==> config.mk <==
export PLATFORM = sky130hd
export DESIGN_NAME = can_node_core
export DESIGN_NICKNAME = d
export VERILOG_FILES = /design/src/can_node_pkg.sv /design/src/can_node_core.sv
export SDC_FILE = /design/constraint.sdc
export NUM_CORES = 1
export LEC_CHECK = 0
export BUFFER_PORTS_ARGS = -buffer_cell sky130_fd_sc_hd__buf_2
export CAP_MARGIN = 20
export CORE_MARGIN = 3
export CORE_UTILIZATION = 30
export DETAILED_ROUTE_END_ITERATION = 8
export REMOVE_ABC_BUFFERS = 1
export SKIP_LAST_GASP = 1
export SYNTH_ARGS = -nofsm -noshare
export SYNTH_HDL_FRONTEND = slang
export SYNTH_SLANG_ARGS = --single-unit
==> constraint.sdc <==
create_clock -name pclk -period 3.2 [get_ports pclk]
set_input_delay 0.32 -clock pclk [delete_from_list [all_inputs] [get_ports pclk]]
set_output_delay 0.32 -clock pclk [all_outputs]
set_load 0.005 [all_outputs]
==> src/can_node_pkg.sv <==
// Shared constants and types for the CAN node bus-mode and fault logic
package can_node_pkg;
   // ****************************************
   // Timing
   // ****************************************
   localparam int unsigned CLK_HZ       = 10_000_000;
   localparam int unsigned BIT_RATE_MIN = 20_000;
   localparam int unsigned BIT_RATE_MAX = 125_000;
   localparam int unsigned BIT_RATE_DEF = 125_000;
   localparam logic [15:0] DIV_MIN = 16'(CLK_HZ / BIT_RATE_MAX);
   localparam logic [15:0] DIV_MAX = 16'(CLK_HZ / BIT_RATE_MIN);
   localparam logic [15:0] DIV_DEF = 16'(CLK_HZ / BIT_RATE_DEF);
   localparam int unsigned GLITCH_CYCLES = 8;
   localparam logic [2:0]  HOLD_LOAD  = 3'(GLITCH_CYCLES - 1);
   localparam logic [13:0] BIT_LIMIT  = 14'h1fff;
   localparam logic [8:0]  ERR_STEP   = 9'h0008;
   // ****************************************
   // Bus modes
   // ****************************************
   typedef enum logic [1:0] {
      MODE_DIFF   = 2'h0,
      MODE_SECOND = 2'h1,
      MODE_FIRST  = 2'h2,
      MODE_SLEEP  = 2'h3
   } bus_mode_t;
   // ****************************************
   // Register map
   // ****************************************
   localparam logic [7:0] OFS_CONTROL  = 8'h00;
   localparam logic [7:0] OFS_STATUS   = 8'h04;
   localparam logic [7:0] OFS_COUNTERS = 8'h08;
   localparam logic [7:0] OFS_IDENT    = 8'h0c;
   localparam logic [7:0] OFS_DATA     = 8'h10;
   localparam logic [15:0] CRC_POLY    = 16'h4599;
   // Fixed upper identifier bits; value is arbitrary
   localparam logic [5:0] FIXED_ID     = 6'h15;
   localparam logic [10:0] CAL_ID      = 11'h0aa;
   typedef struct packed {
      logic [1:0]  s1_cmp;
      logic [1:0]  s2_cmp;
      logic [1:0]  s1_diff;
      logic [3:0]  s1_strap;
      logic [3:0]  s2_strap;
      logic [1:0]  strap_wait;
      logic        strap_taken;
      logic [3:0]  id_low;
      logic        level;
      logic [2:0]  hold;
      bus_mode_t   mode;
      logic [15:0] div;
      logic [15:0] div_cnt;
      logic [13:0] bit_cnt;
      logic        calibrated;
      logic [7:0]  receive_fault_counter;
      logic [8:0]  transmit_fault_counter;
      logic [31:0] shift;
      logic [14:0] crc;
      logic [15:0] data;
      logic        retransmit;
      logic        node_reset;
      logic        drv_first;
      logic        drv_second;
      logic        error_frame;
      logic [31:0] prdata;
      logic        pready;
      logic        pslverr;
   } state_t;
endpackage

==> src/can_node_core.sv <==
// CAN node core: bus-mode selection, deglitcher, fault confinement, APB
//
// How it works
// [RL1] Comparator output one means recessive; the code takes cmp_second_above_ref one as dominant
// [RL2] Mode code: diff, second, first, sleep
// [RL3] Differential: recessive when first above second
// [RL4] Single-wire: selected input against reference only
// [RL5] Drivers enabled per mode, none asleep
// [RL6] Reset enters differential, awaits calibration
// [RL7] Advance on bit overflow or counter 128
// [RL8] Mode change resets node, recalibrate first
// [RL9] Advance order zero, one, two, sleep
// [RL10] Sleep idles; dominant on either wakes
// [RL11] Four strap identifier bits latched at reset
// [RL12] Last identifier bit from message direction
// [RL13] Receive counter overflow means error passive
// [RL14] Transmit counter above 127 means passive
// [RL15] Transmit counter overflow means bus-off
// [RL16] Each detected error adds eight
// [RL17] CRC by polynomial division, sent, checked
// [RL18] Shift register holds identifier, data bytes
// [RL19] Corrupted transmission is retransmitted
// [RL20] All frames checked; error starts error frame
// [RL21] Valid frame decrements fault counters
// [RL22] Bit rate between 20 and 125 kbit/s
// [RL23] Comparator output held eight clocks after change
// [RL24] Calibration frames carry the fixed identifier
// [RL25] Calibration edges spaced 32 bit times
// [RL26] Waking returns to differential, recalibrates
// [RL27] Advance after more than 8191 bit times
`timescale 1ns/10ps
module can_node_core (
   input  wire logic        pclk,
   input  wire logic        presetn,
   input  wire logic        psel,
   input  wire logic        penable,
   input  wire logic        pwrite,
   input  wire logic [7:0]  paddr,
   input  wire logic [31:0] pwdata,
   output logic [31:0]      prdata,
   output logic             pready,
   output logic             pslverr,
   input  wire logic        cmp_first_above_second,
   input  wire logic        cmp_first_above_ref,
   input  wire logic        cmp_second_above_ref,
   input  wire logic [3:0]  node_identifier_straps,
   input  wire logic        cal_msg_done,
   input  wire logic        rx_bit_strobe,
   input  wire logic        tx_bit,
   input  wire logic        msg_from_node,
   input  wire logic        frame_ok,
   input  wire logic        err_detect,
   input  wire logic        err_in_tx,
   output logic             bus_level,
   output logic             bus_driver_first,
   output logic             bus_driver_second,
   output logic [1:0]       bus_mode,
   output logic             error_passive,
   output logic             bus_off,
   output logic             calibrated,
   output logic             retransmit,
   output logic             error_frame,
   output logic             node_reset,
   output logic [10:0]      node_identifier,
   output logic             id_match,
   output logic [15:0]      rx_data
);

   // ****************************************
   // Helpers
   // ****************************************
   function automatic logic [14:0] crc_step(input logic [14:0] c,
                                            input logic b);
      logic fb;
      fb = b ^ c[14];
      crc_step = {c[13:0], 1'b0} ^ (fb ? can_node_pkg::CRC_POLY[14:0]
                                       : 15'h0000);
   endfunction

   function automatic logic [8:0] dec_sat(input logic [8:0] v);
      dec_sat = (v == 9'h000) ? v : v - 9'h001;
   endfunction

   can_node_pkg::state_t r;
   can_node_pkg::state_t next_r;

   logic [10:0] ident;
   logic        raw_level;
   logic        wake;
   logic        bit_tick;
   logic        advance;
   logic        passive;
   logic        boff;
   logic        access;
   logic [8:0]  rec_n;

   // ****************************************
   // Next state
   // ****************************************
   always_comb begin
      next_r = r;
      next_r.node_reset = 1'b0;
      next_r.retransmit = 1'b0;
      next_r.error_frame = 1'b0;
      // Pins pass two stages before anything reads them
      next_r.s1_cmp  = {cmp_second_above_ref, cmp_first_above_ref};
      next_r.s2_cmp  = r.s1_cmp;
      next_r.s1_diff = {r.s1_diff[0], cmp_first_above_second};
      next_r.s1_strap = node_identifier_straps;
      next_r.s2_strap = r.s1_strap;
      // Straps are caught once the synchroniser has filled
      if (!r.strap_taken) begin
         next_r.strap_wait = r.strap_wait + 2'h1;
         if (r.strap_wait == 2'h3) begin
            next_r.id_low = r.s2_strap; // RL11
            next_r.strap_taken = 1'b1;
         end
      end
      ident = {can_node_pkg::FIXED_ID, r.id_low, msg_from_node}; // RL12

      // One means recessive on every path below
      case (r.mode) // RL2
         can_node_pkg::MODE_DIFF:   raw_level = r.s1_diff[1]; // RL1 RL3
         can_node_pkg::MODE_SECOND: raw_level = ~r.s2_cmp[1]; // RL4
         can_node_pkg::MODE_FIRST:  raw_level = r.s2_cmp[0]; // RL4
         default:                   raw_level = 1'b1;
      endcase
      wake = (r.mode == can_node_pkg::MODE_SLEEP) &&
             (!r.s2_cmp[0] || r.s2_cmp[1]); // RL10

      // A change reaches the level at once, then the level holds for the hold window
      if (r.hold != 3'h0) begin
         next_r.hold = r.hold - 3'h1; // RL23
      end else if (raw_level != r.level) begin
         next_r.level = raw_level;
         next_r.hold  = can_node_pkg::HOLD_LOAD; // RL23
      end

      // Bit time divider; the rate register steers it
      bit_tick = 1'b0;
      if (r.mode != can_node_pkg::MODE_SLEEP) begin
         if (r.div_cnt >= r.div - 16'h0001) begin
            next_r.div_cnt = 16'h0000;
            bit_tick = 1'b1;
         end else begin
            next_r.div_cnt = r.div_cnt + 16'h0001;
         end
      end
      if (cal_msg_done) begin
         next_r.bit_cnt = 14'h0000;
         next_r.calibrated = 1'b1; // RL6 RL8
      end else if (bit_tick && r.bit_cnt <= can_node_pkg::BIT_LIMIT) begin
         next_r.bit_cnt = r.bit_cnt + 14'h0001; // RL27
      end

      // Fault confinement; an error in the same cycle as a good
      // frame wins, so the increment is never lost
      passive = r.receive_fault_counter[7] || (r.transmit_fault_counter > 9'h07f); // RL13 RL14
      boff = r.transmit_fault_counter[8]; // RL15
      rec_n = {1'b0, r.receive_fault_counter};
      if (err_detect && r.calibrated) begin
         next_r.error_frame = 1'b1; // RL20
         if (err_in_tx) begin
            next_r.transmit_fault_counter = (r.transmit_fault_counter > 9'h1f7) ? 9'h1ff
                                           : r.transmit_fault_counter + can_node_pkg::ERR_STEP;
            next_r.retransmit = ~boff; // RL19
         end else begin
            rec_n = rec_n + can_node_pkg::ERR_STEP; // RL16
            next_r.receive_fault_counter = (rec_n > 9'h0ff) ? 8'hff : rec_n[7:0];
         end
      end else if (frame_ok) begin
         next_r.transmit_fault_counter = dec_sat(r.transmit_fault_counter); // RL21
         next_r.receive_fault_counter = 8'(dec_sat({1'b0, r.receive_fault_counter})); // RL21
         next_r.data = r.shift[15:0]; // RL18
      end

      // Destuffed stream feeds shift register and checksum
      if (rx_bit_strobe) begin
         next_r.shift = {r.shift[30:0], r.level}; // RL18
         next_r.crc = crc_step(r.crc, r.level); // RL17
      end
      if (frame_ok || err_detect) begin
         next_r.crc = 15'h0000;
      end

      // Mode advance and wake both restart the node
      advance = (r.bit_cnt > can_node_pkg::BIT_LIMIT) ||
                r.receive_fault_counter[7] || (r.transmit_fault_counter >= 9'h080); // RL7
      if (wake || (advance && r.mode != can_node_pkg::MODE_SLEEP)) begin
         if (wake) begin
            next_r.mode = can_node_pkg::MODE_DIFF; // RL26
         end else begin
            next_r.mode = can_node_pkg::bus_mode_t'(r.mode + 2'h1); // RL9
         end
         next_r.node_reset = 1'b1; // RL8
         next_r.calibrated = 1'b0; // RL8
         next_r.bit_cnt = 14'h0000;
         next_r.div_cnt = 16'h0000;
         next_r.receive_fault_counter = 8'h00;
         next_r.transmit_fault_counter = 9'h000;
         next_r.shift = 32'h0000_0000;
         next_r.crc = 15'h0000;
         next_r.data = 16'h0000;
      end

      // Only a calibrated, on-bus node may drive dominant
      next_r.drv_first = 1'b0;
      next_r.drv_second = 1'b0;
      if (r.calibrated && !boff && !tx_bit) begin
         case (r.mode) // RL5
            can_node_pkg::MODE_DIFF: begin
               next_r.drv_first = 1'b1;
               next_r.drv_second = 1'b1;
            end
            can_node_pkg::MODE_SECOND: next_r.drv_second = 1'b1;
            can_node_pkg::MODE_FIRST:  next_r.drv_first = 1'b1;
            default: next_r.drv_first = 1'b0;
         endcase
      end

      // ****************************************
      // APB slave, answer in the first access cycle
      // ****************************************
      access = psel && penable && r.pready;
      next_r.pready = psel && !penable;
      if (psel && !penable) begin
         next_r.pslverr = 1'b0;
         case (paddr)
            can_node_pkg::OFS_CONTROL:
               next_r.prdata = {16'h0000, r.div};
            can_node_pkg::OFS_STATUS:
               next_r.prdata = {26'h000_0000, boff, passive, r.calibrated,
                                r.strap_taken, r.mode};
            can_node_pkg::OFS_COUNTERS:
               next_r.prdata = {7'h00, r.transmit_fault_counter, 8'h00, r.receive_fault_counter};
            can_node_pkg::OFS_IDENT:
               next_r.prdata = {1'b0, r.crc, 5'h00, ident};
            can_node_pkg::OFS_DATA:
               next_r.prdata = {16'h0000, r.data};
            default: begin
               next_r.prdata = 32'h0000_0000;
               next_r.pslverr = 1'b1;
            end
         endcase
      end
      if (access && pwrite && paddr == can_node_pkg::OFS_CONTROL) begin
         // Out-of-range rates are clamped to keep the node usable
         if (pwdata[15:0] < can_node_pkg::DIV_MIN) begin
            next_r.div = can_node_pkg::DIV_MIN; // RL22
         end else if (pwdata[15:0] > can_node_pkg::DIV_MAX) begin
            next_r.div = can_node_pkg::DIV_MAX; // RL22
         end else begin
            next_r.div = pwdata[15:0];
         end
      end
   end

   // ****************************************
   // State register
   // ****************************************
   always_ff @(posedge pclk or negedge presetn) begin
      if (!presetn) begin
         r <= '0;
         r.s1_cmp <= 2'h1;
         r.s2_cmp <= 2'h1;
         r.s1_diff <= 2'h3;
         r.level <= 1'b1;
         r.mode <= can_node_pkg::MODE_DIFF; // RL6
         r.div <= can_node_pkg::DIV_DEF;
      end else begin
         r <= next_r;
      end
   end

   // ****************************************
   // Outputs, all from flops
   // ****************************************
   always_ff @(posedge pclk or negedge presetn) begin
      if (!presetn) begin
         node_identifier <= 11'h000;
         id_match <= 1'b0;
         error_passive <= 1'b0;
         bus_off <= 1'b0;
      end else begin
         node_identifier <= ident;
         // Accepts either direction bit for the node's own address
         id_match <= (r.shift[10:1] == ident[10:1]);
         error_passive <= passive;
         bus_off <= boff;
      end
   end

   assign prdata = r.prdata;
   assign pready = r.pready;
   assign pslverr = r.pslverr;
   assign bus_level = r.level;
   assign bus_driver_first = r.drv_first;
   assign bus_driver_second = r.drv_second;
   assign bus_mode = r.mode;
   assign calibrated = r.calibrated;
   assign retransmit = r.retransmit;
   assign error_frame = r.error_frame;
   assign node_reset = r.node_reset;
   assign rx_data = r.data;

endmodule

[Word-level counts from Yosys, hierarchy flattened]
Index checks and enable logic that the tools add are counted.
Operators by class
  eq/ne operators: 16
  muxes and demuxes: 38
  bitwise logic cells: 6
  $add $sub $neg: 10
  shift-type cells: 0
  div/mod/pow operators: 0
  $lt $le $gt $ge: 9
  multiply operators: 0
  reduce and logical (&&, ||, !) cells: 42
Operators by type and width (number)
  $pmux W31 S5: 1
  $mux W111: 1
  $mux W16: 6
  $mux W47: 1
  $mux W17: 2
  $mux W15: 2
  $mux W14: 2
  $mux W9: 3
  $mux W8: 3
  $add A16 B1 Y16 const B: 1
  $eq A8 B4 Y1 const B: 2
  $ge A16 B16 Y1: 1
  $gt A16 B9 Y1 const B: 1
  $logic_not A8 Y1: 2
  $lt A16 B7 Y1 const B: 1
  $sub A16 B1 Y16 const B: 1
  $xor A15 B15 Y15: 1
  $add A14 B1 Y14 const B: 1
  $gt A14 B13 Y1 const B: 1
  $le A14 B13 Y1 const B: 1
  $ne A3 B2 Y1 const B: 4
  $reduce_bool A3 Y1: 4
  $logic_and A1 B1 Y1: 11
  $eq A10 B9 Y1: 1
  33 further kinds: 67
Storage, ports and cells
  memory bits (read-only): 0
  bits in registers: 201
  bits in writable memories: 0
  memories kept: 0
  bits in latches: 0
  logic and storage cells: 153

[Longest topological paths before layout]
  depth in word-level cells: 8
  depth in mapped cells: 15
  depth with buffers taken out: 14

[Least setup slack after synthesis]
OpenSTA, ideal clock, no wires.
  path kind: reg2reg
  start point: reg r[153] (netlist name)
  end point: reg r[140] (netlist name)
  path buffers: 1
  setup slack: -0.204 ns
  period minus slack after synthesis: 3.404 ns
  library setup time: 0.069 ns
  arrival: 3.335 ns
  data required time: 3.131 ns
  stages on the path, launching flop included: 13
  cell sequence: dfrtp_1 > nor4_1 > nor4b_1 > nand2_1 > xor2_1 > ha_1 > a211oi_1 > o21ai_1 > a221o_1 > a211o_1 > clkbuf_1 > or3_1 > nand3_1
Between the ends
  cells in the longest elaborated chain, start to end: 5
RTL lines
  start, declared: RTL line can_node_core.sv:84  | can_node_pkg::state_t r;
  start signal, assigned: RTL line can_node_core.sv:271  | r <= next_r;
  $sub A16 B1 Y16: RTL line can_node_core.sv:142  | if (r.div_cnt >= r.div - 16'h0001) begin
  $ge A16 B16 Y1: RTL line can_node_core.sv:142
  $mux W16: RTL line can_node_core.sv:142
  $mux W16: RTL line can_node_core.sv:141  | if (r.mode != can_node_pkg::MODE_SLEEP) begin
  $mux W111: RTL line can_node_core.sv:189  | if (wake || (advance && r.mode != can_node_pkg::MODE_SLEEP)) begin
Every way passes these cells. The select of a mux whose other input is x is not followed.
A chain may end at the register's enable or synchronous reset.

[Final worst setup path]
  start point: reg r[157] (netlist name)
  end point: reg r[141] (netlist name)
The elaborated chain is that of the path after synthesis.

==> impl_results.rst <==
.. list-table::
   :header-rows: 1

   * - Metric
     - Value
   * - Clock Root Buffer
     - sky130_fd_sc_hd__clkbuf_16
   * - Worst endpoint data arrival time
     - between 3 and 4 ns
   * - Count of nets after finishing
     - 1,196
   * - GPL Wtd Cong
     - 0.836
   * - Power per cell area
     - 610 mW/mm^2
   * - Length of the first detailed-routing pass in iterations
     - 5
   * - Violated checks
     - negative setup slack
   * - Share of total power consumed by net switching
     - 0.366
   * - DRC marker count from the first detailed-route iteration
     - 492
   * - Average routed wire per standard cell
     - about 17 microns
   * - Portion of total power attributed to the clock network
     - 0.305
   * - Endpoint class of the critical path
     - flop
   * - Area of the die
     - 0.0348 sq mm
   * - Max Root-Sink Buffers
     - 2
   * - Routed via count
     - roughly 7.6k
   * - Result of the run
     - finished, violations left
   * - FMAX
     - approximately 0.31 GHz
   * - Count of unique library cells instantiated by Yosys
     - 76
   * - Number of standard cells after synthesis
     - 1,011
   * - RSZ-0062 raised after global routing
     - yes
   * - Flops & latches, synth
     - between 150 and 200
   * - Initial Util
     - 0.307
   * - Headroom to the max-slew limit
     - 0.337
   * - Reg power frac
     - 0.400
   * - Power share of the combinational group
     - 0.295
   * - Average cell area after synthesis
     - 9.68 sq um
   * - Warnings from Yosys
     - 0
   * - Count of final setup violators
     - 12
   * - Final Instance Count excl. Fillers
     - between 1.5k and 2k
   * - Proportion of synthesized chip area in sequential cells
     - 0.474
   * - Post-route setup TNS
     - -0.313 ns
   * - Most common cell after layout, fill and taps aside
     - sky130_fd_sc_hd__dfrtp_1
   * - Type of the worst setup path
     - flop to flop
   * - First-pass GRT wire length
     - 41.0 mm
   * - Skew final
     - between 0.01 and 0.015 ns
   * - Async set-or-reset flop fraction in the synthesized netlist
     - 1.00
   * - Clock latency on the worst-skew pair
     - 0.45 ns
   * - Pin count of the biggest net entering global routing
     - 80
   * - DRC violations left
     - 0
   * - Placed Cells incl. Taps
     - 1,499
   * - Number of hold violations in the final report
     - 0
   * - Cells on worst reg2reg path
     - 14
   * - Die Y
     - 187 microns
   * - Share of the cycle needed by the critical path after routing
     - 1.02
   * - Worst Max-Slew Pin Slew
     - ~0.99 ns
   * - Total half-perimeter wirelength after legalization and detailed placement
     - between 15 and 20 mm
   * - Count of filler cells inserted in the layout
     - approximately 3.3k
   * - Clock tree sinks
     - 185
   * - Cell row count
     - between 60 and 70
   * - Maximum level of the CTS H-tree
     - 4
   * - Peak supply drop
     - 0.410 mV
   * - Worst hold path depth
     - 1
   * - Clock Pin Slew Worst Setup and Hold Paths
     - 0.08 ns
   * - Flip-flop cell with the highest count after synthesis
     - sky130_fd_sc_hd__dfrtp_1
   * - Std-Cell Core Area
     - 0.0319 sq mm
   * - Min-Delay Path Class
     - input pin to flop
   * - Number of max-slew violations in the final report
     - 0
   * - Crit. path cell count
     - 14
   * - Initial antenna violation count
     - 1
   * - Most frequent cells in the layout
     - sky130_fd_sc_hd__dfrtp_1, sky130_fd_sc_hd__nand2_1, sky130_fd_sc_hd__buf_2
   * - Clock buffer count from CTS
     - 17
   * - Slowest cell on crit path
     - sky130_fd_sc_hd__a221o_2
   * - Count of nets left with antenna violations after detail routing
     - 0
   * - Highest fanout seen on the critical path
     - 6
   * - DR vias/cell
     - 4.94
   * - Count of buffering cells on the critical path with inverters included
     - 2
   * - Switching power
     - 0.00260 W
   * - Post-layout worst setup margin
     - -0.0495 ns
   * - Synth Cell Area
     - 0.00979 sq mm
   * - CP startpoint kind
     - flop
   * - Antenna diode instance count
     - 0
   * - Share of post-route cells with drive strength above 1
     - 0.236
   * - Top delay family on crit path
     - compound AO/OA/AOI/OAI gates
   * - CTS tree
     - built
   * - Vias in the first global route
     - around 7.3k
   * - GR Overflow Total
     - 0
   * - Number of synthesized flops with an enable pin
     - 0
   * - # Max-Cap Violations
     - 0
   * - Total routing resource utilization after global routing
     - 0.146
   * - Internal power
     - around 0.0045 W
   * - Largest incremental delay on the critical path
     - 0.43 ns
   * - Horizontal extent of the die
     - 187 microns
   * - Cells along the critical path
     - nor3_1 -> nand2b_1 -> nor3_2 -> nand2_4 -> xor2_1 -> ha_1 -> a211oi_2 -> o21ai_1 -> a221o_2 -> buf_6 -> a211oi_4 -> buf_4 -> a21oi_1 -> o21ai_0
   * - Overall routed net length
     - 25.9 mm
   * - Data required time of the worst path
     - 3.56 ns
   * - Port-buffer cells
     - roughly 110
   * - P_leak
     - between 5 and 6 nW
   * - Boundary Pins
     - 132
   * - Area added between synthesis and finish
     - 18.9%
   * - Fin crit period
     - 3.25 ns
## worst reg2reg max path: cells and delay by family, from the launching register on
kind	cells	cell delay (ns)
DFF	1	0.39
and+or+nand+nor	4	0.78
adders and majority gates	1	0.34
xor gates and xnor gates	1	0.15
buffers and inverters	2	0.33
AOI/OAI and AO/OA	6	1.17
## final timing paths
check                              start                 end  slack (ns)
max                               r[157]              r[141]       -0.05
min                        msg_from_node  node_identifier[0]        0.08
max reg2reg                       r[157]              r[141]       -0.05
min reg2reg                  next_r[188]              r[188]        0.36
max in group asynchronous        presetn              r[154]        1.88
min in group asynchronous        presetn              r[180]        0.46
## synth_stat cells, types with 22 or more instances
master | count | share of area
sky130_fd_sc_hd__a21oi_1 | 67 | 0.034
sky130_fd_sc_hd__buf_4 | 56 | 0.043
sky130_fd_sc_hd__clkbuf_1 | 36 | 0.014
sky130_fd_sc_hd__dfrtp_1 | 178 | 0.46
sky130_fd_sc_hd__ha_1 | 37 | 0.047
sky130_fd_sc_hd__inv_1 | 30 | 0.012
sky130_fd_sc_hd__mux2i_1 | 58 | 0.059
sky130_fd_sc_hd__nand2_1 | 129 | 0.049
sky130_fd_sc_hd__nand3_1 | 26 | 0.013
sky130_fd_sc_hd__nor2_1 | 66 | 0.025
sky130_fd_sc_hd__nor3_1 | 22 | 0.011
sky130_fd_sc_hd__o21ai_0 | 64 | 0.033
## stage by stage
stage	hold WS (ns)	setup slack [ns]	area [sq um]	power (W)	util
after global placement	0.334	-0.195	10700	0.00485	0.334
after detailed placement	0.339	-0.201	10700	0.00490	0.334
final	0.0777	-0.0495	11600	0.00710	0.365
after floorplan	0.0244	-0.228	9180	0.00406	-
after CTS	0.0628	-0.0449	11400	0.00712	0.357
after global routing	0.0575	-0.227	11600	0.00754	0.365
## layout make-up
type,instances,area (sq um),area share
sequential,185,4640,0.399
clock inverter,14,153,0.0131
inverter,31,116,0.0100
timing repair buffer,172,1110,0.0955
clock buffer,18,439,0.0377
multi-input combinational,693,4630,0.398
tap,435,544,0.0468
## layer usage
layer	global-route usage	vias to the layer above	share of wire
li1	-	3676	-
met1	0.211	3738	0.48
met2	0.213	197	0.44
met3	0.0336	33	0.055
met4	0.0529	2	0.024
met5	0	-	0.00027
## logic make-up after synthesis
kind of cell	synth area share
xor+xnor	0.0277
mux	0.0685
fa+ha+maj	0.0473
compound gates	0.141
simple gates	0.165
other cells	0.000767
buf+inv	0.0750
flops	0.474
## registers in the layout, indices dropped and copies added, names as in the netlist, 2 cells and up
register         cells
ident                4
node_identifier      6
next_r               7
r                  106
bus_mode             2
rx_data             16
prdata              31
## timing repair
item	in CTS	in global routing
hold buffers	8	0
setup buffers	0	6
resized for setup	12	50
cloned	1	2
endpoints found under the hold margin	78	0
setup endpoints to repair	29	30
pin swaps	4	28
## power by group through the flow
stage                     Clock (W)  Combinational [W]  Sequential [W]
final                       0.00216            0.00210         0.00284
after global routing        0.00231            0.00235         0.00287
after CTS                   0.00221            0.00208         0.00284
after detailed placement          0            0.00202         0.00288
after global placement            0            0.00197         0.00288
after floorplan                   0            0.00126         0.00280
Power figures use the tool's default switching activity.
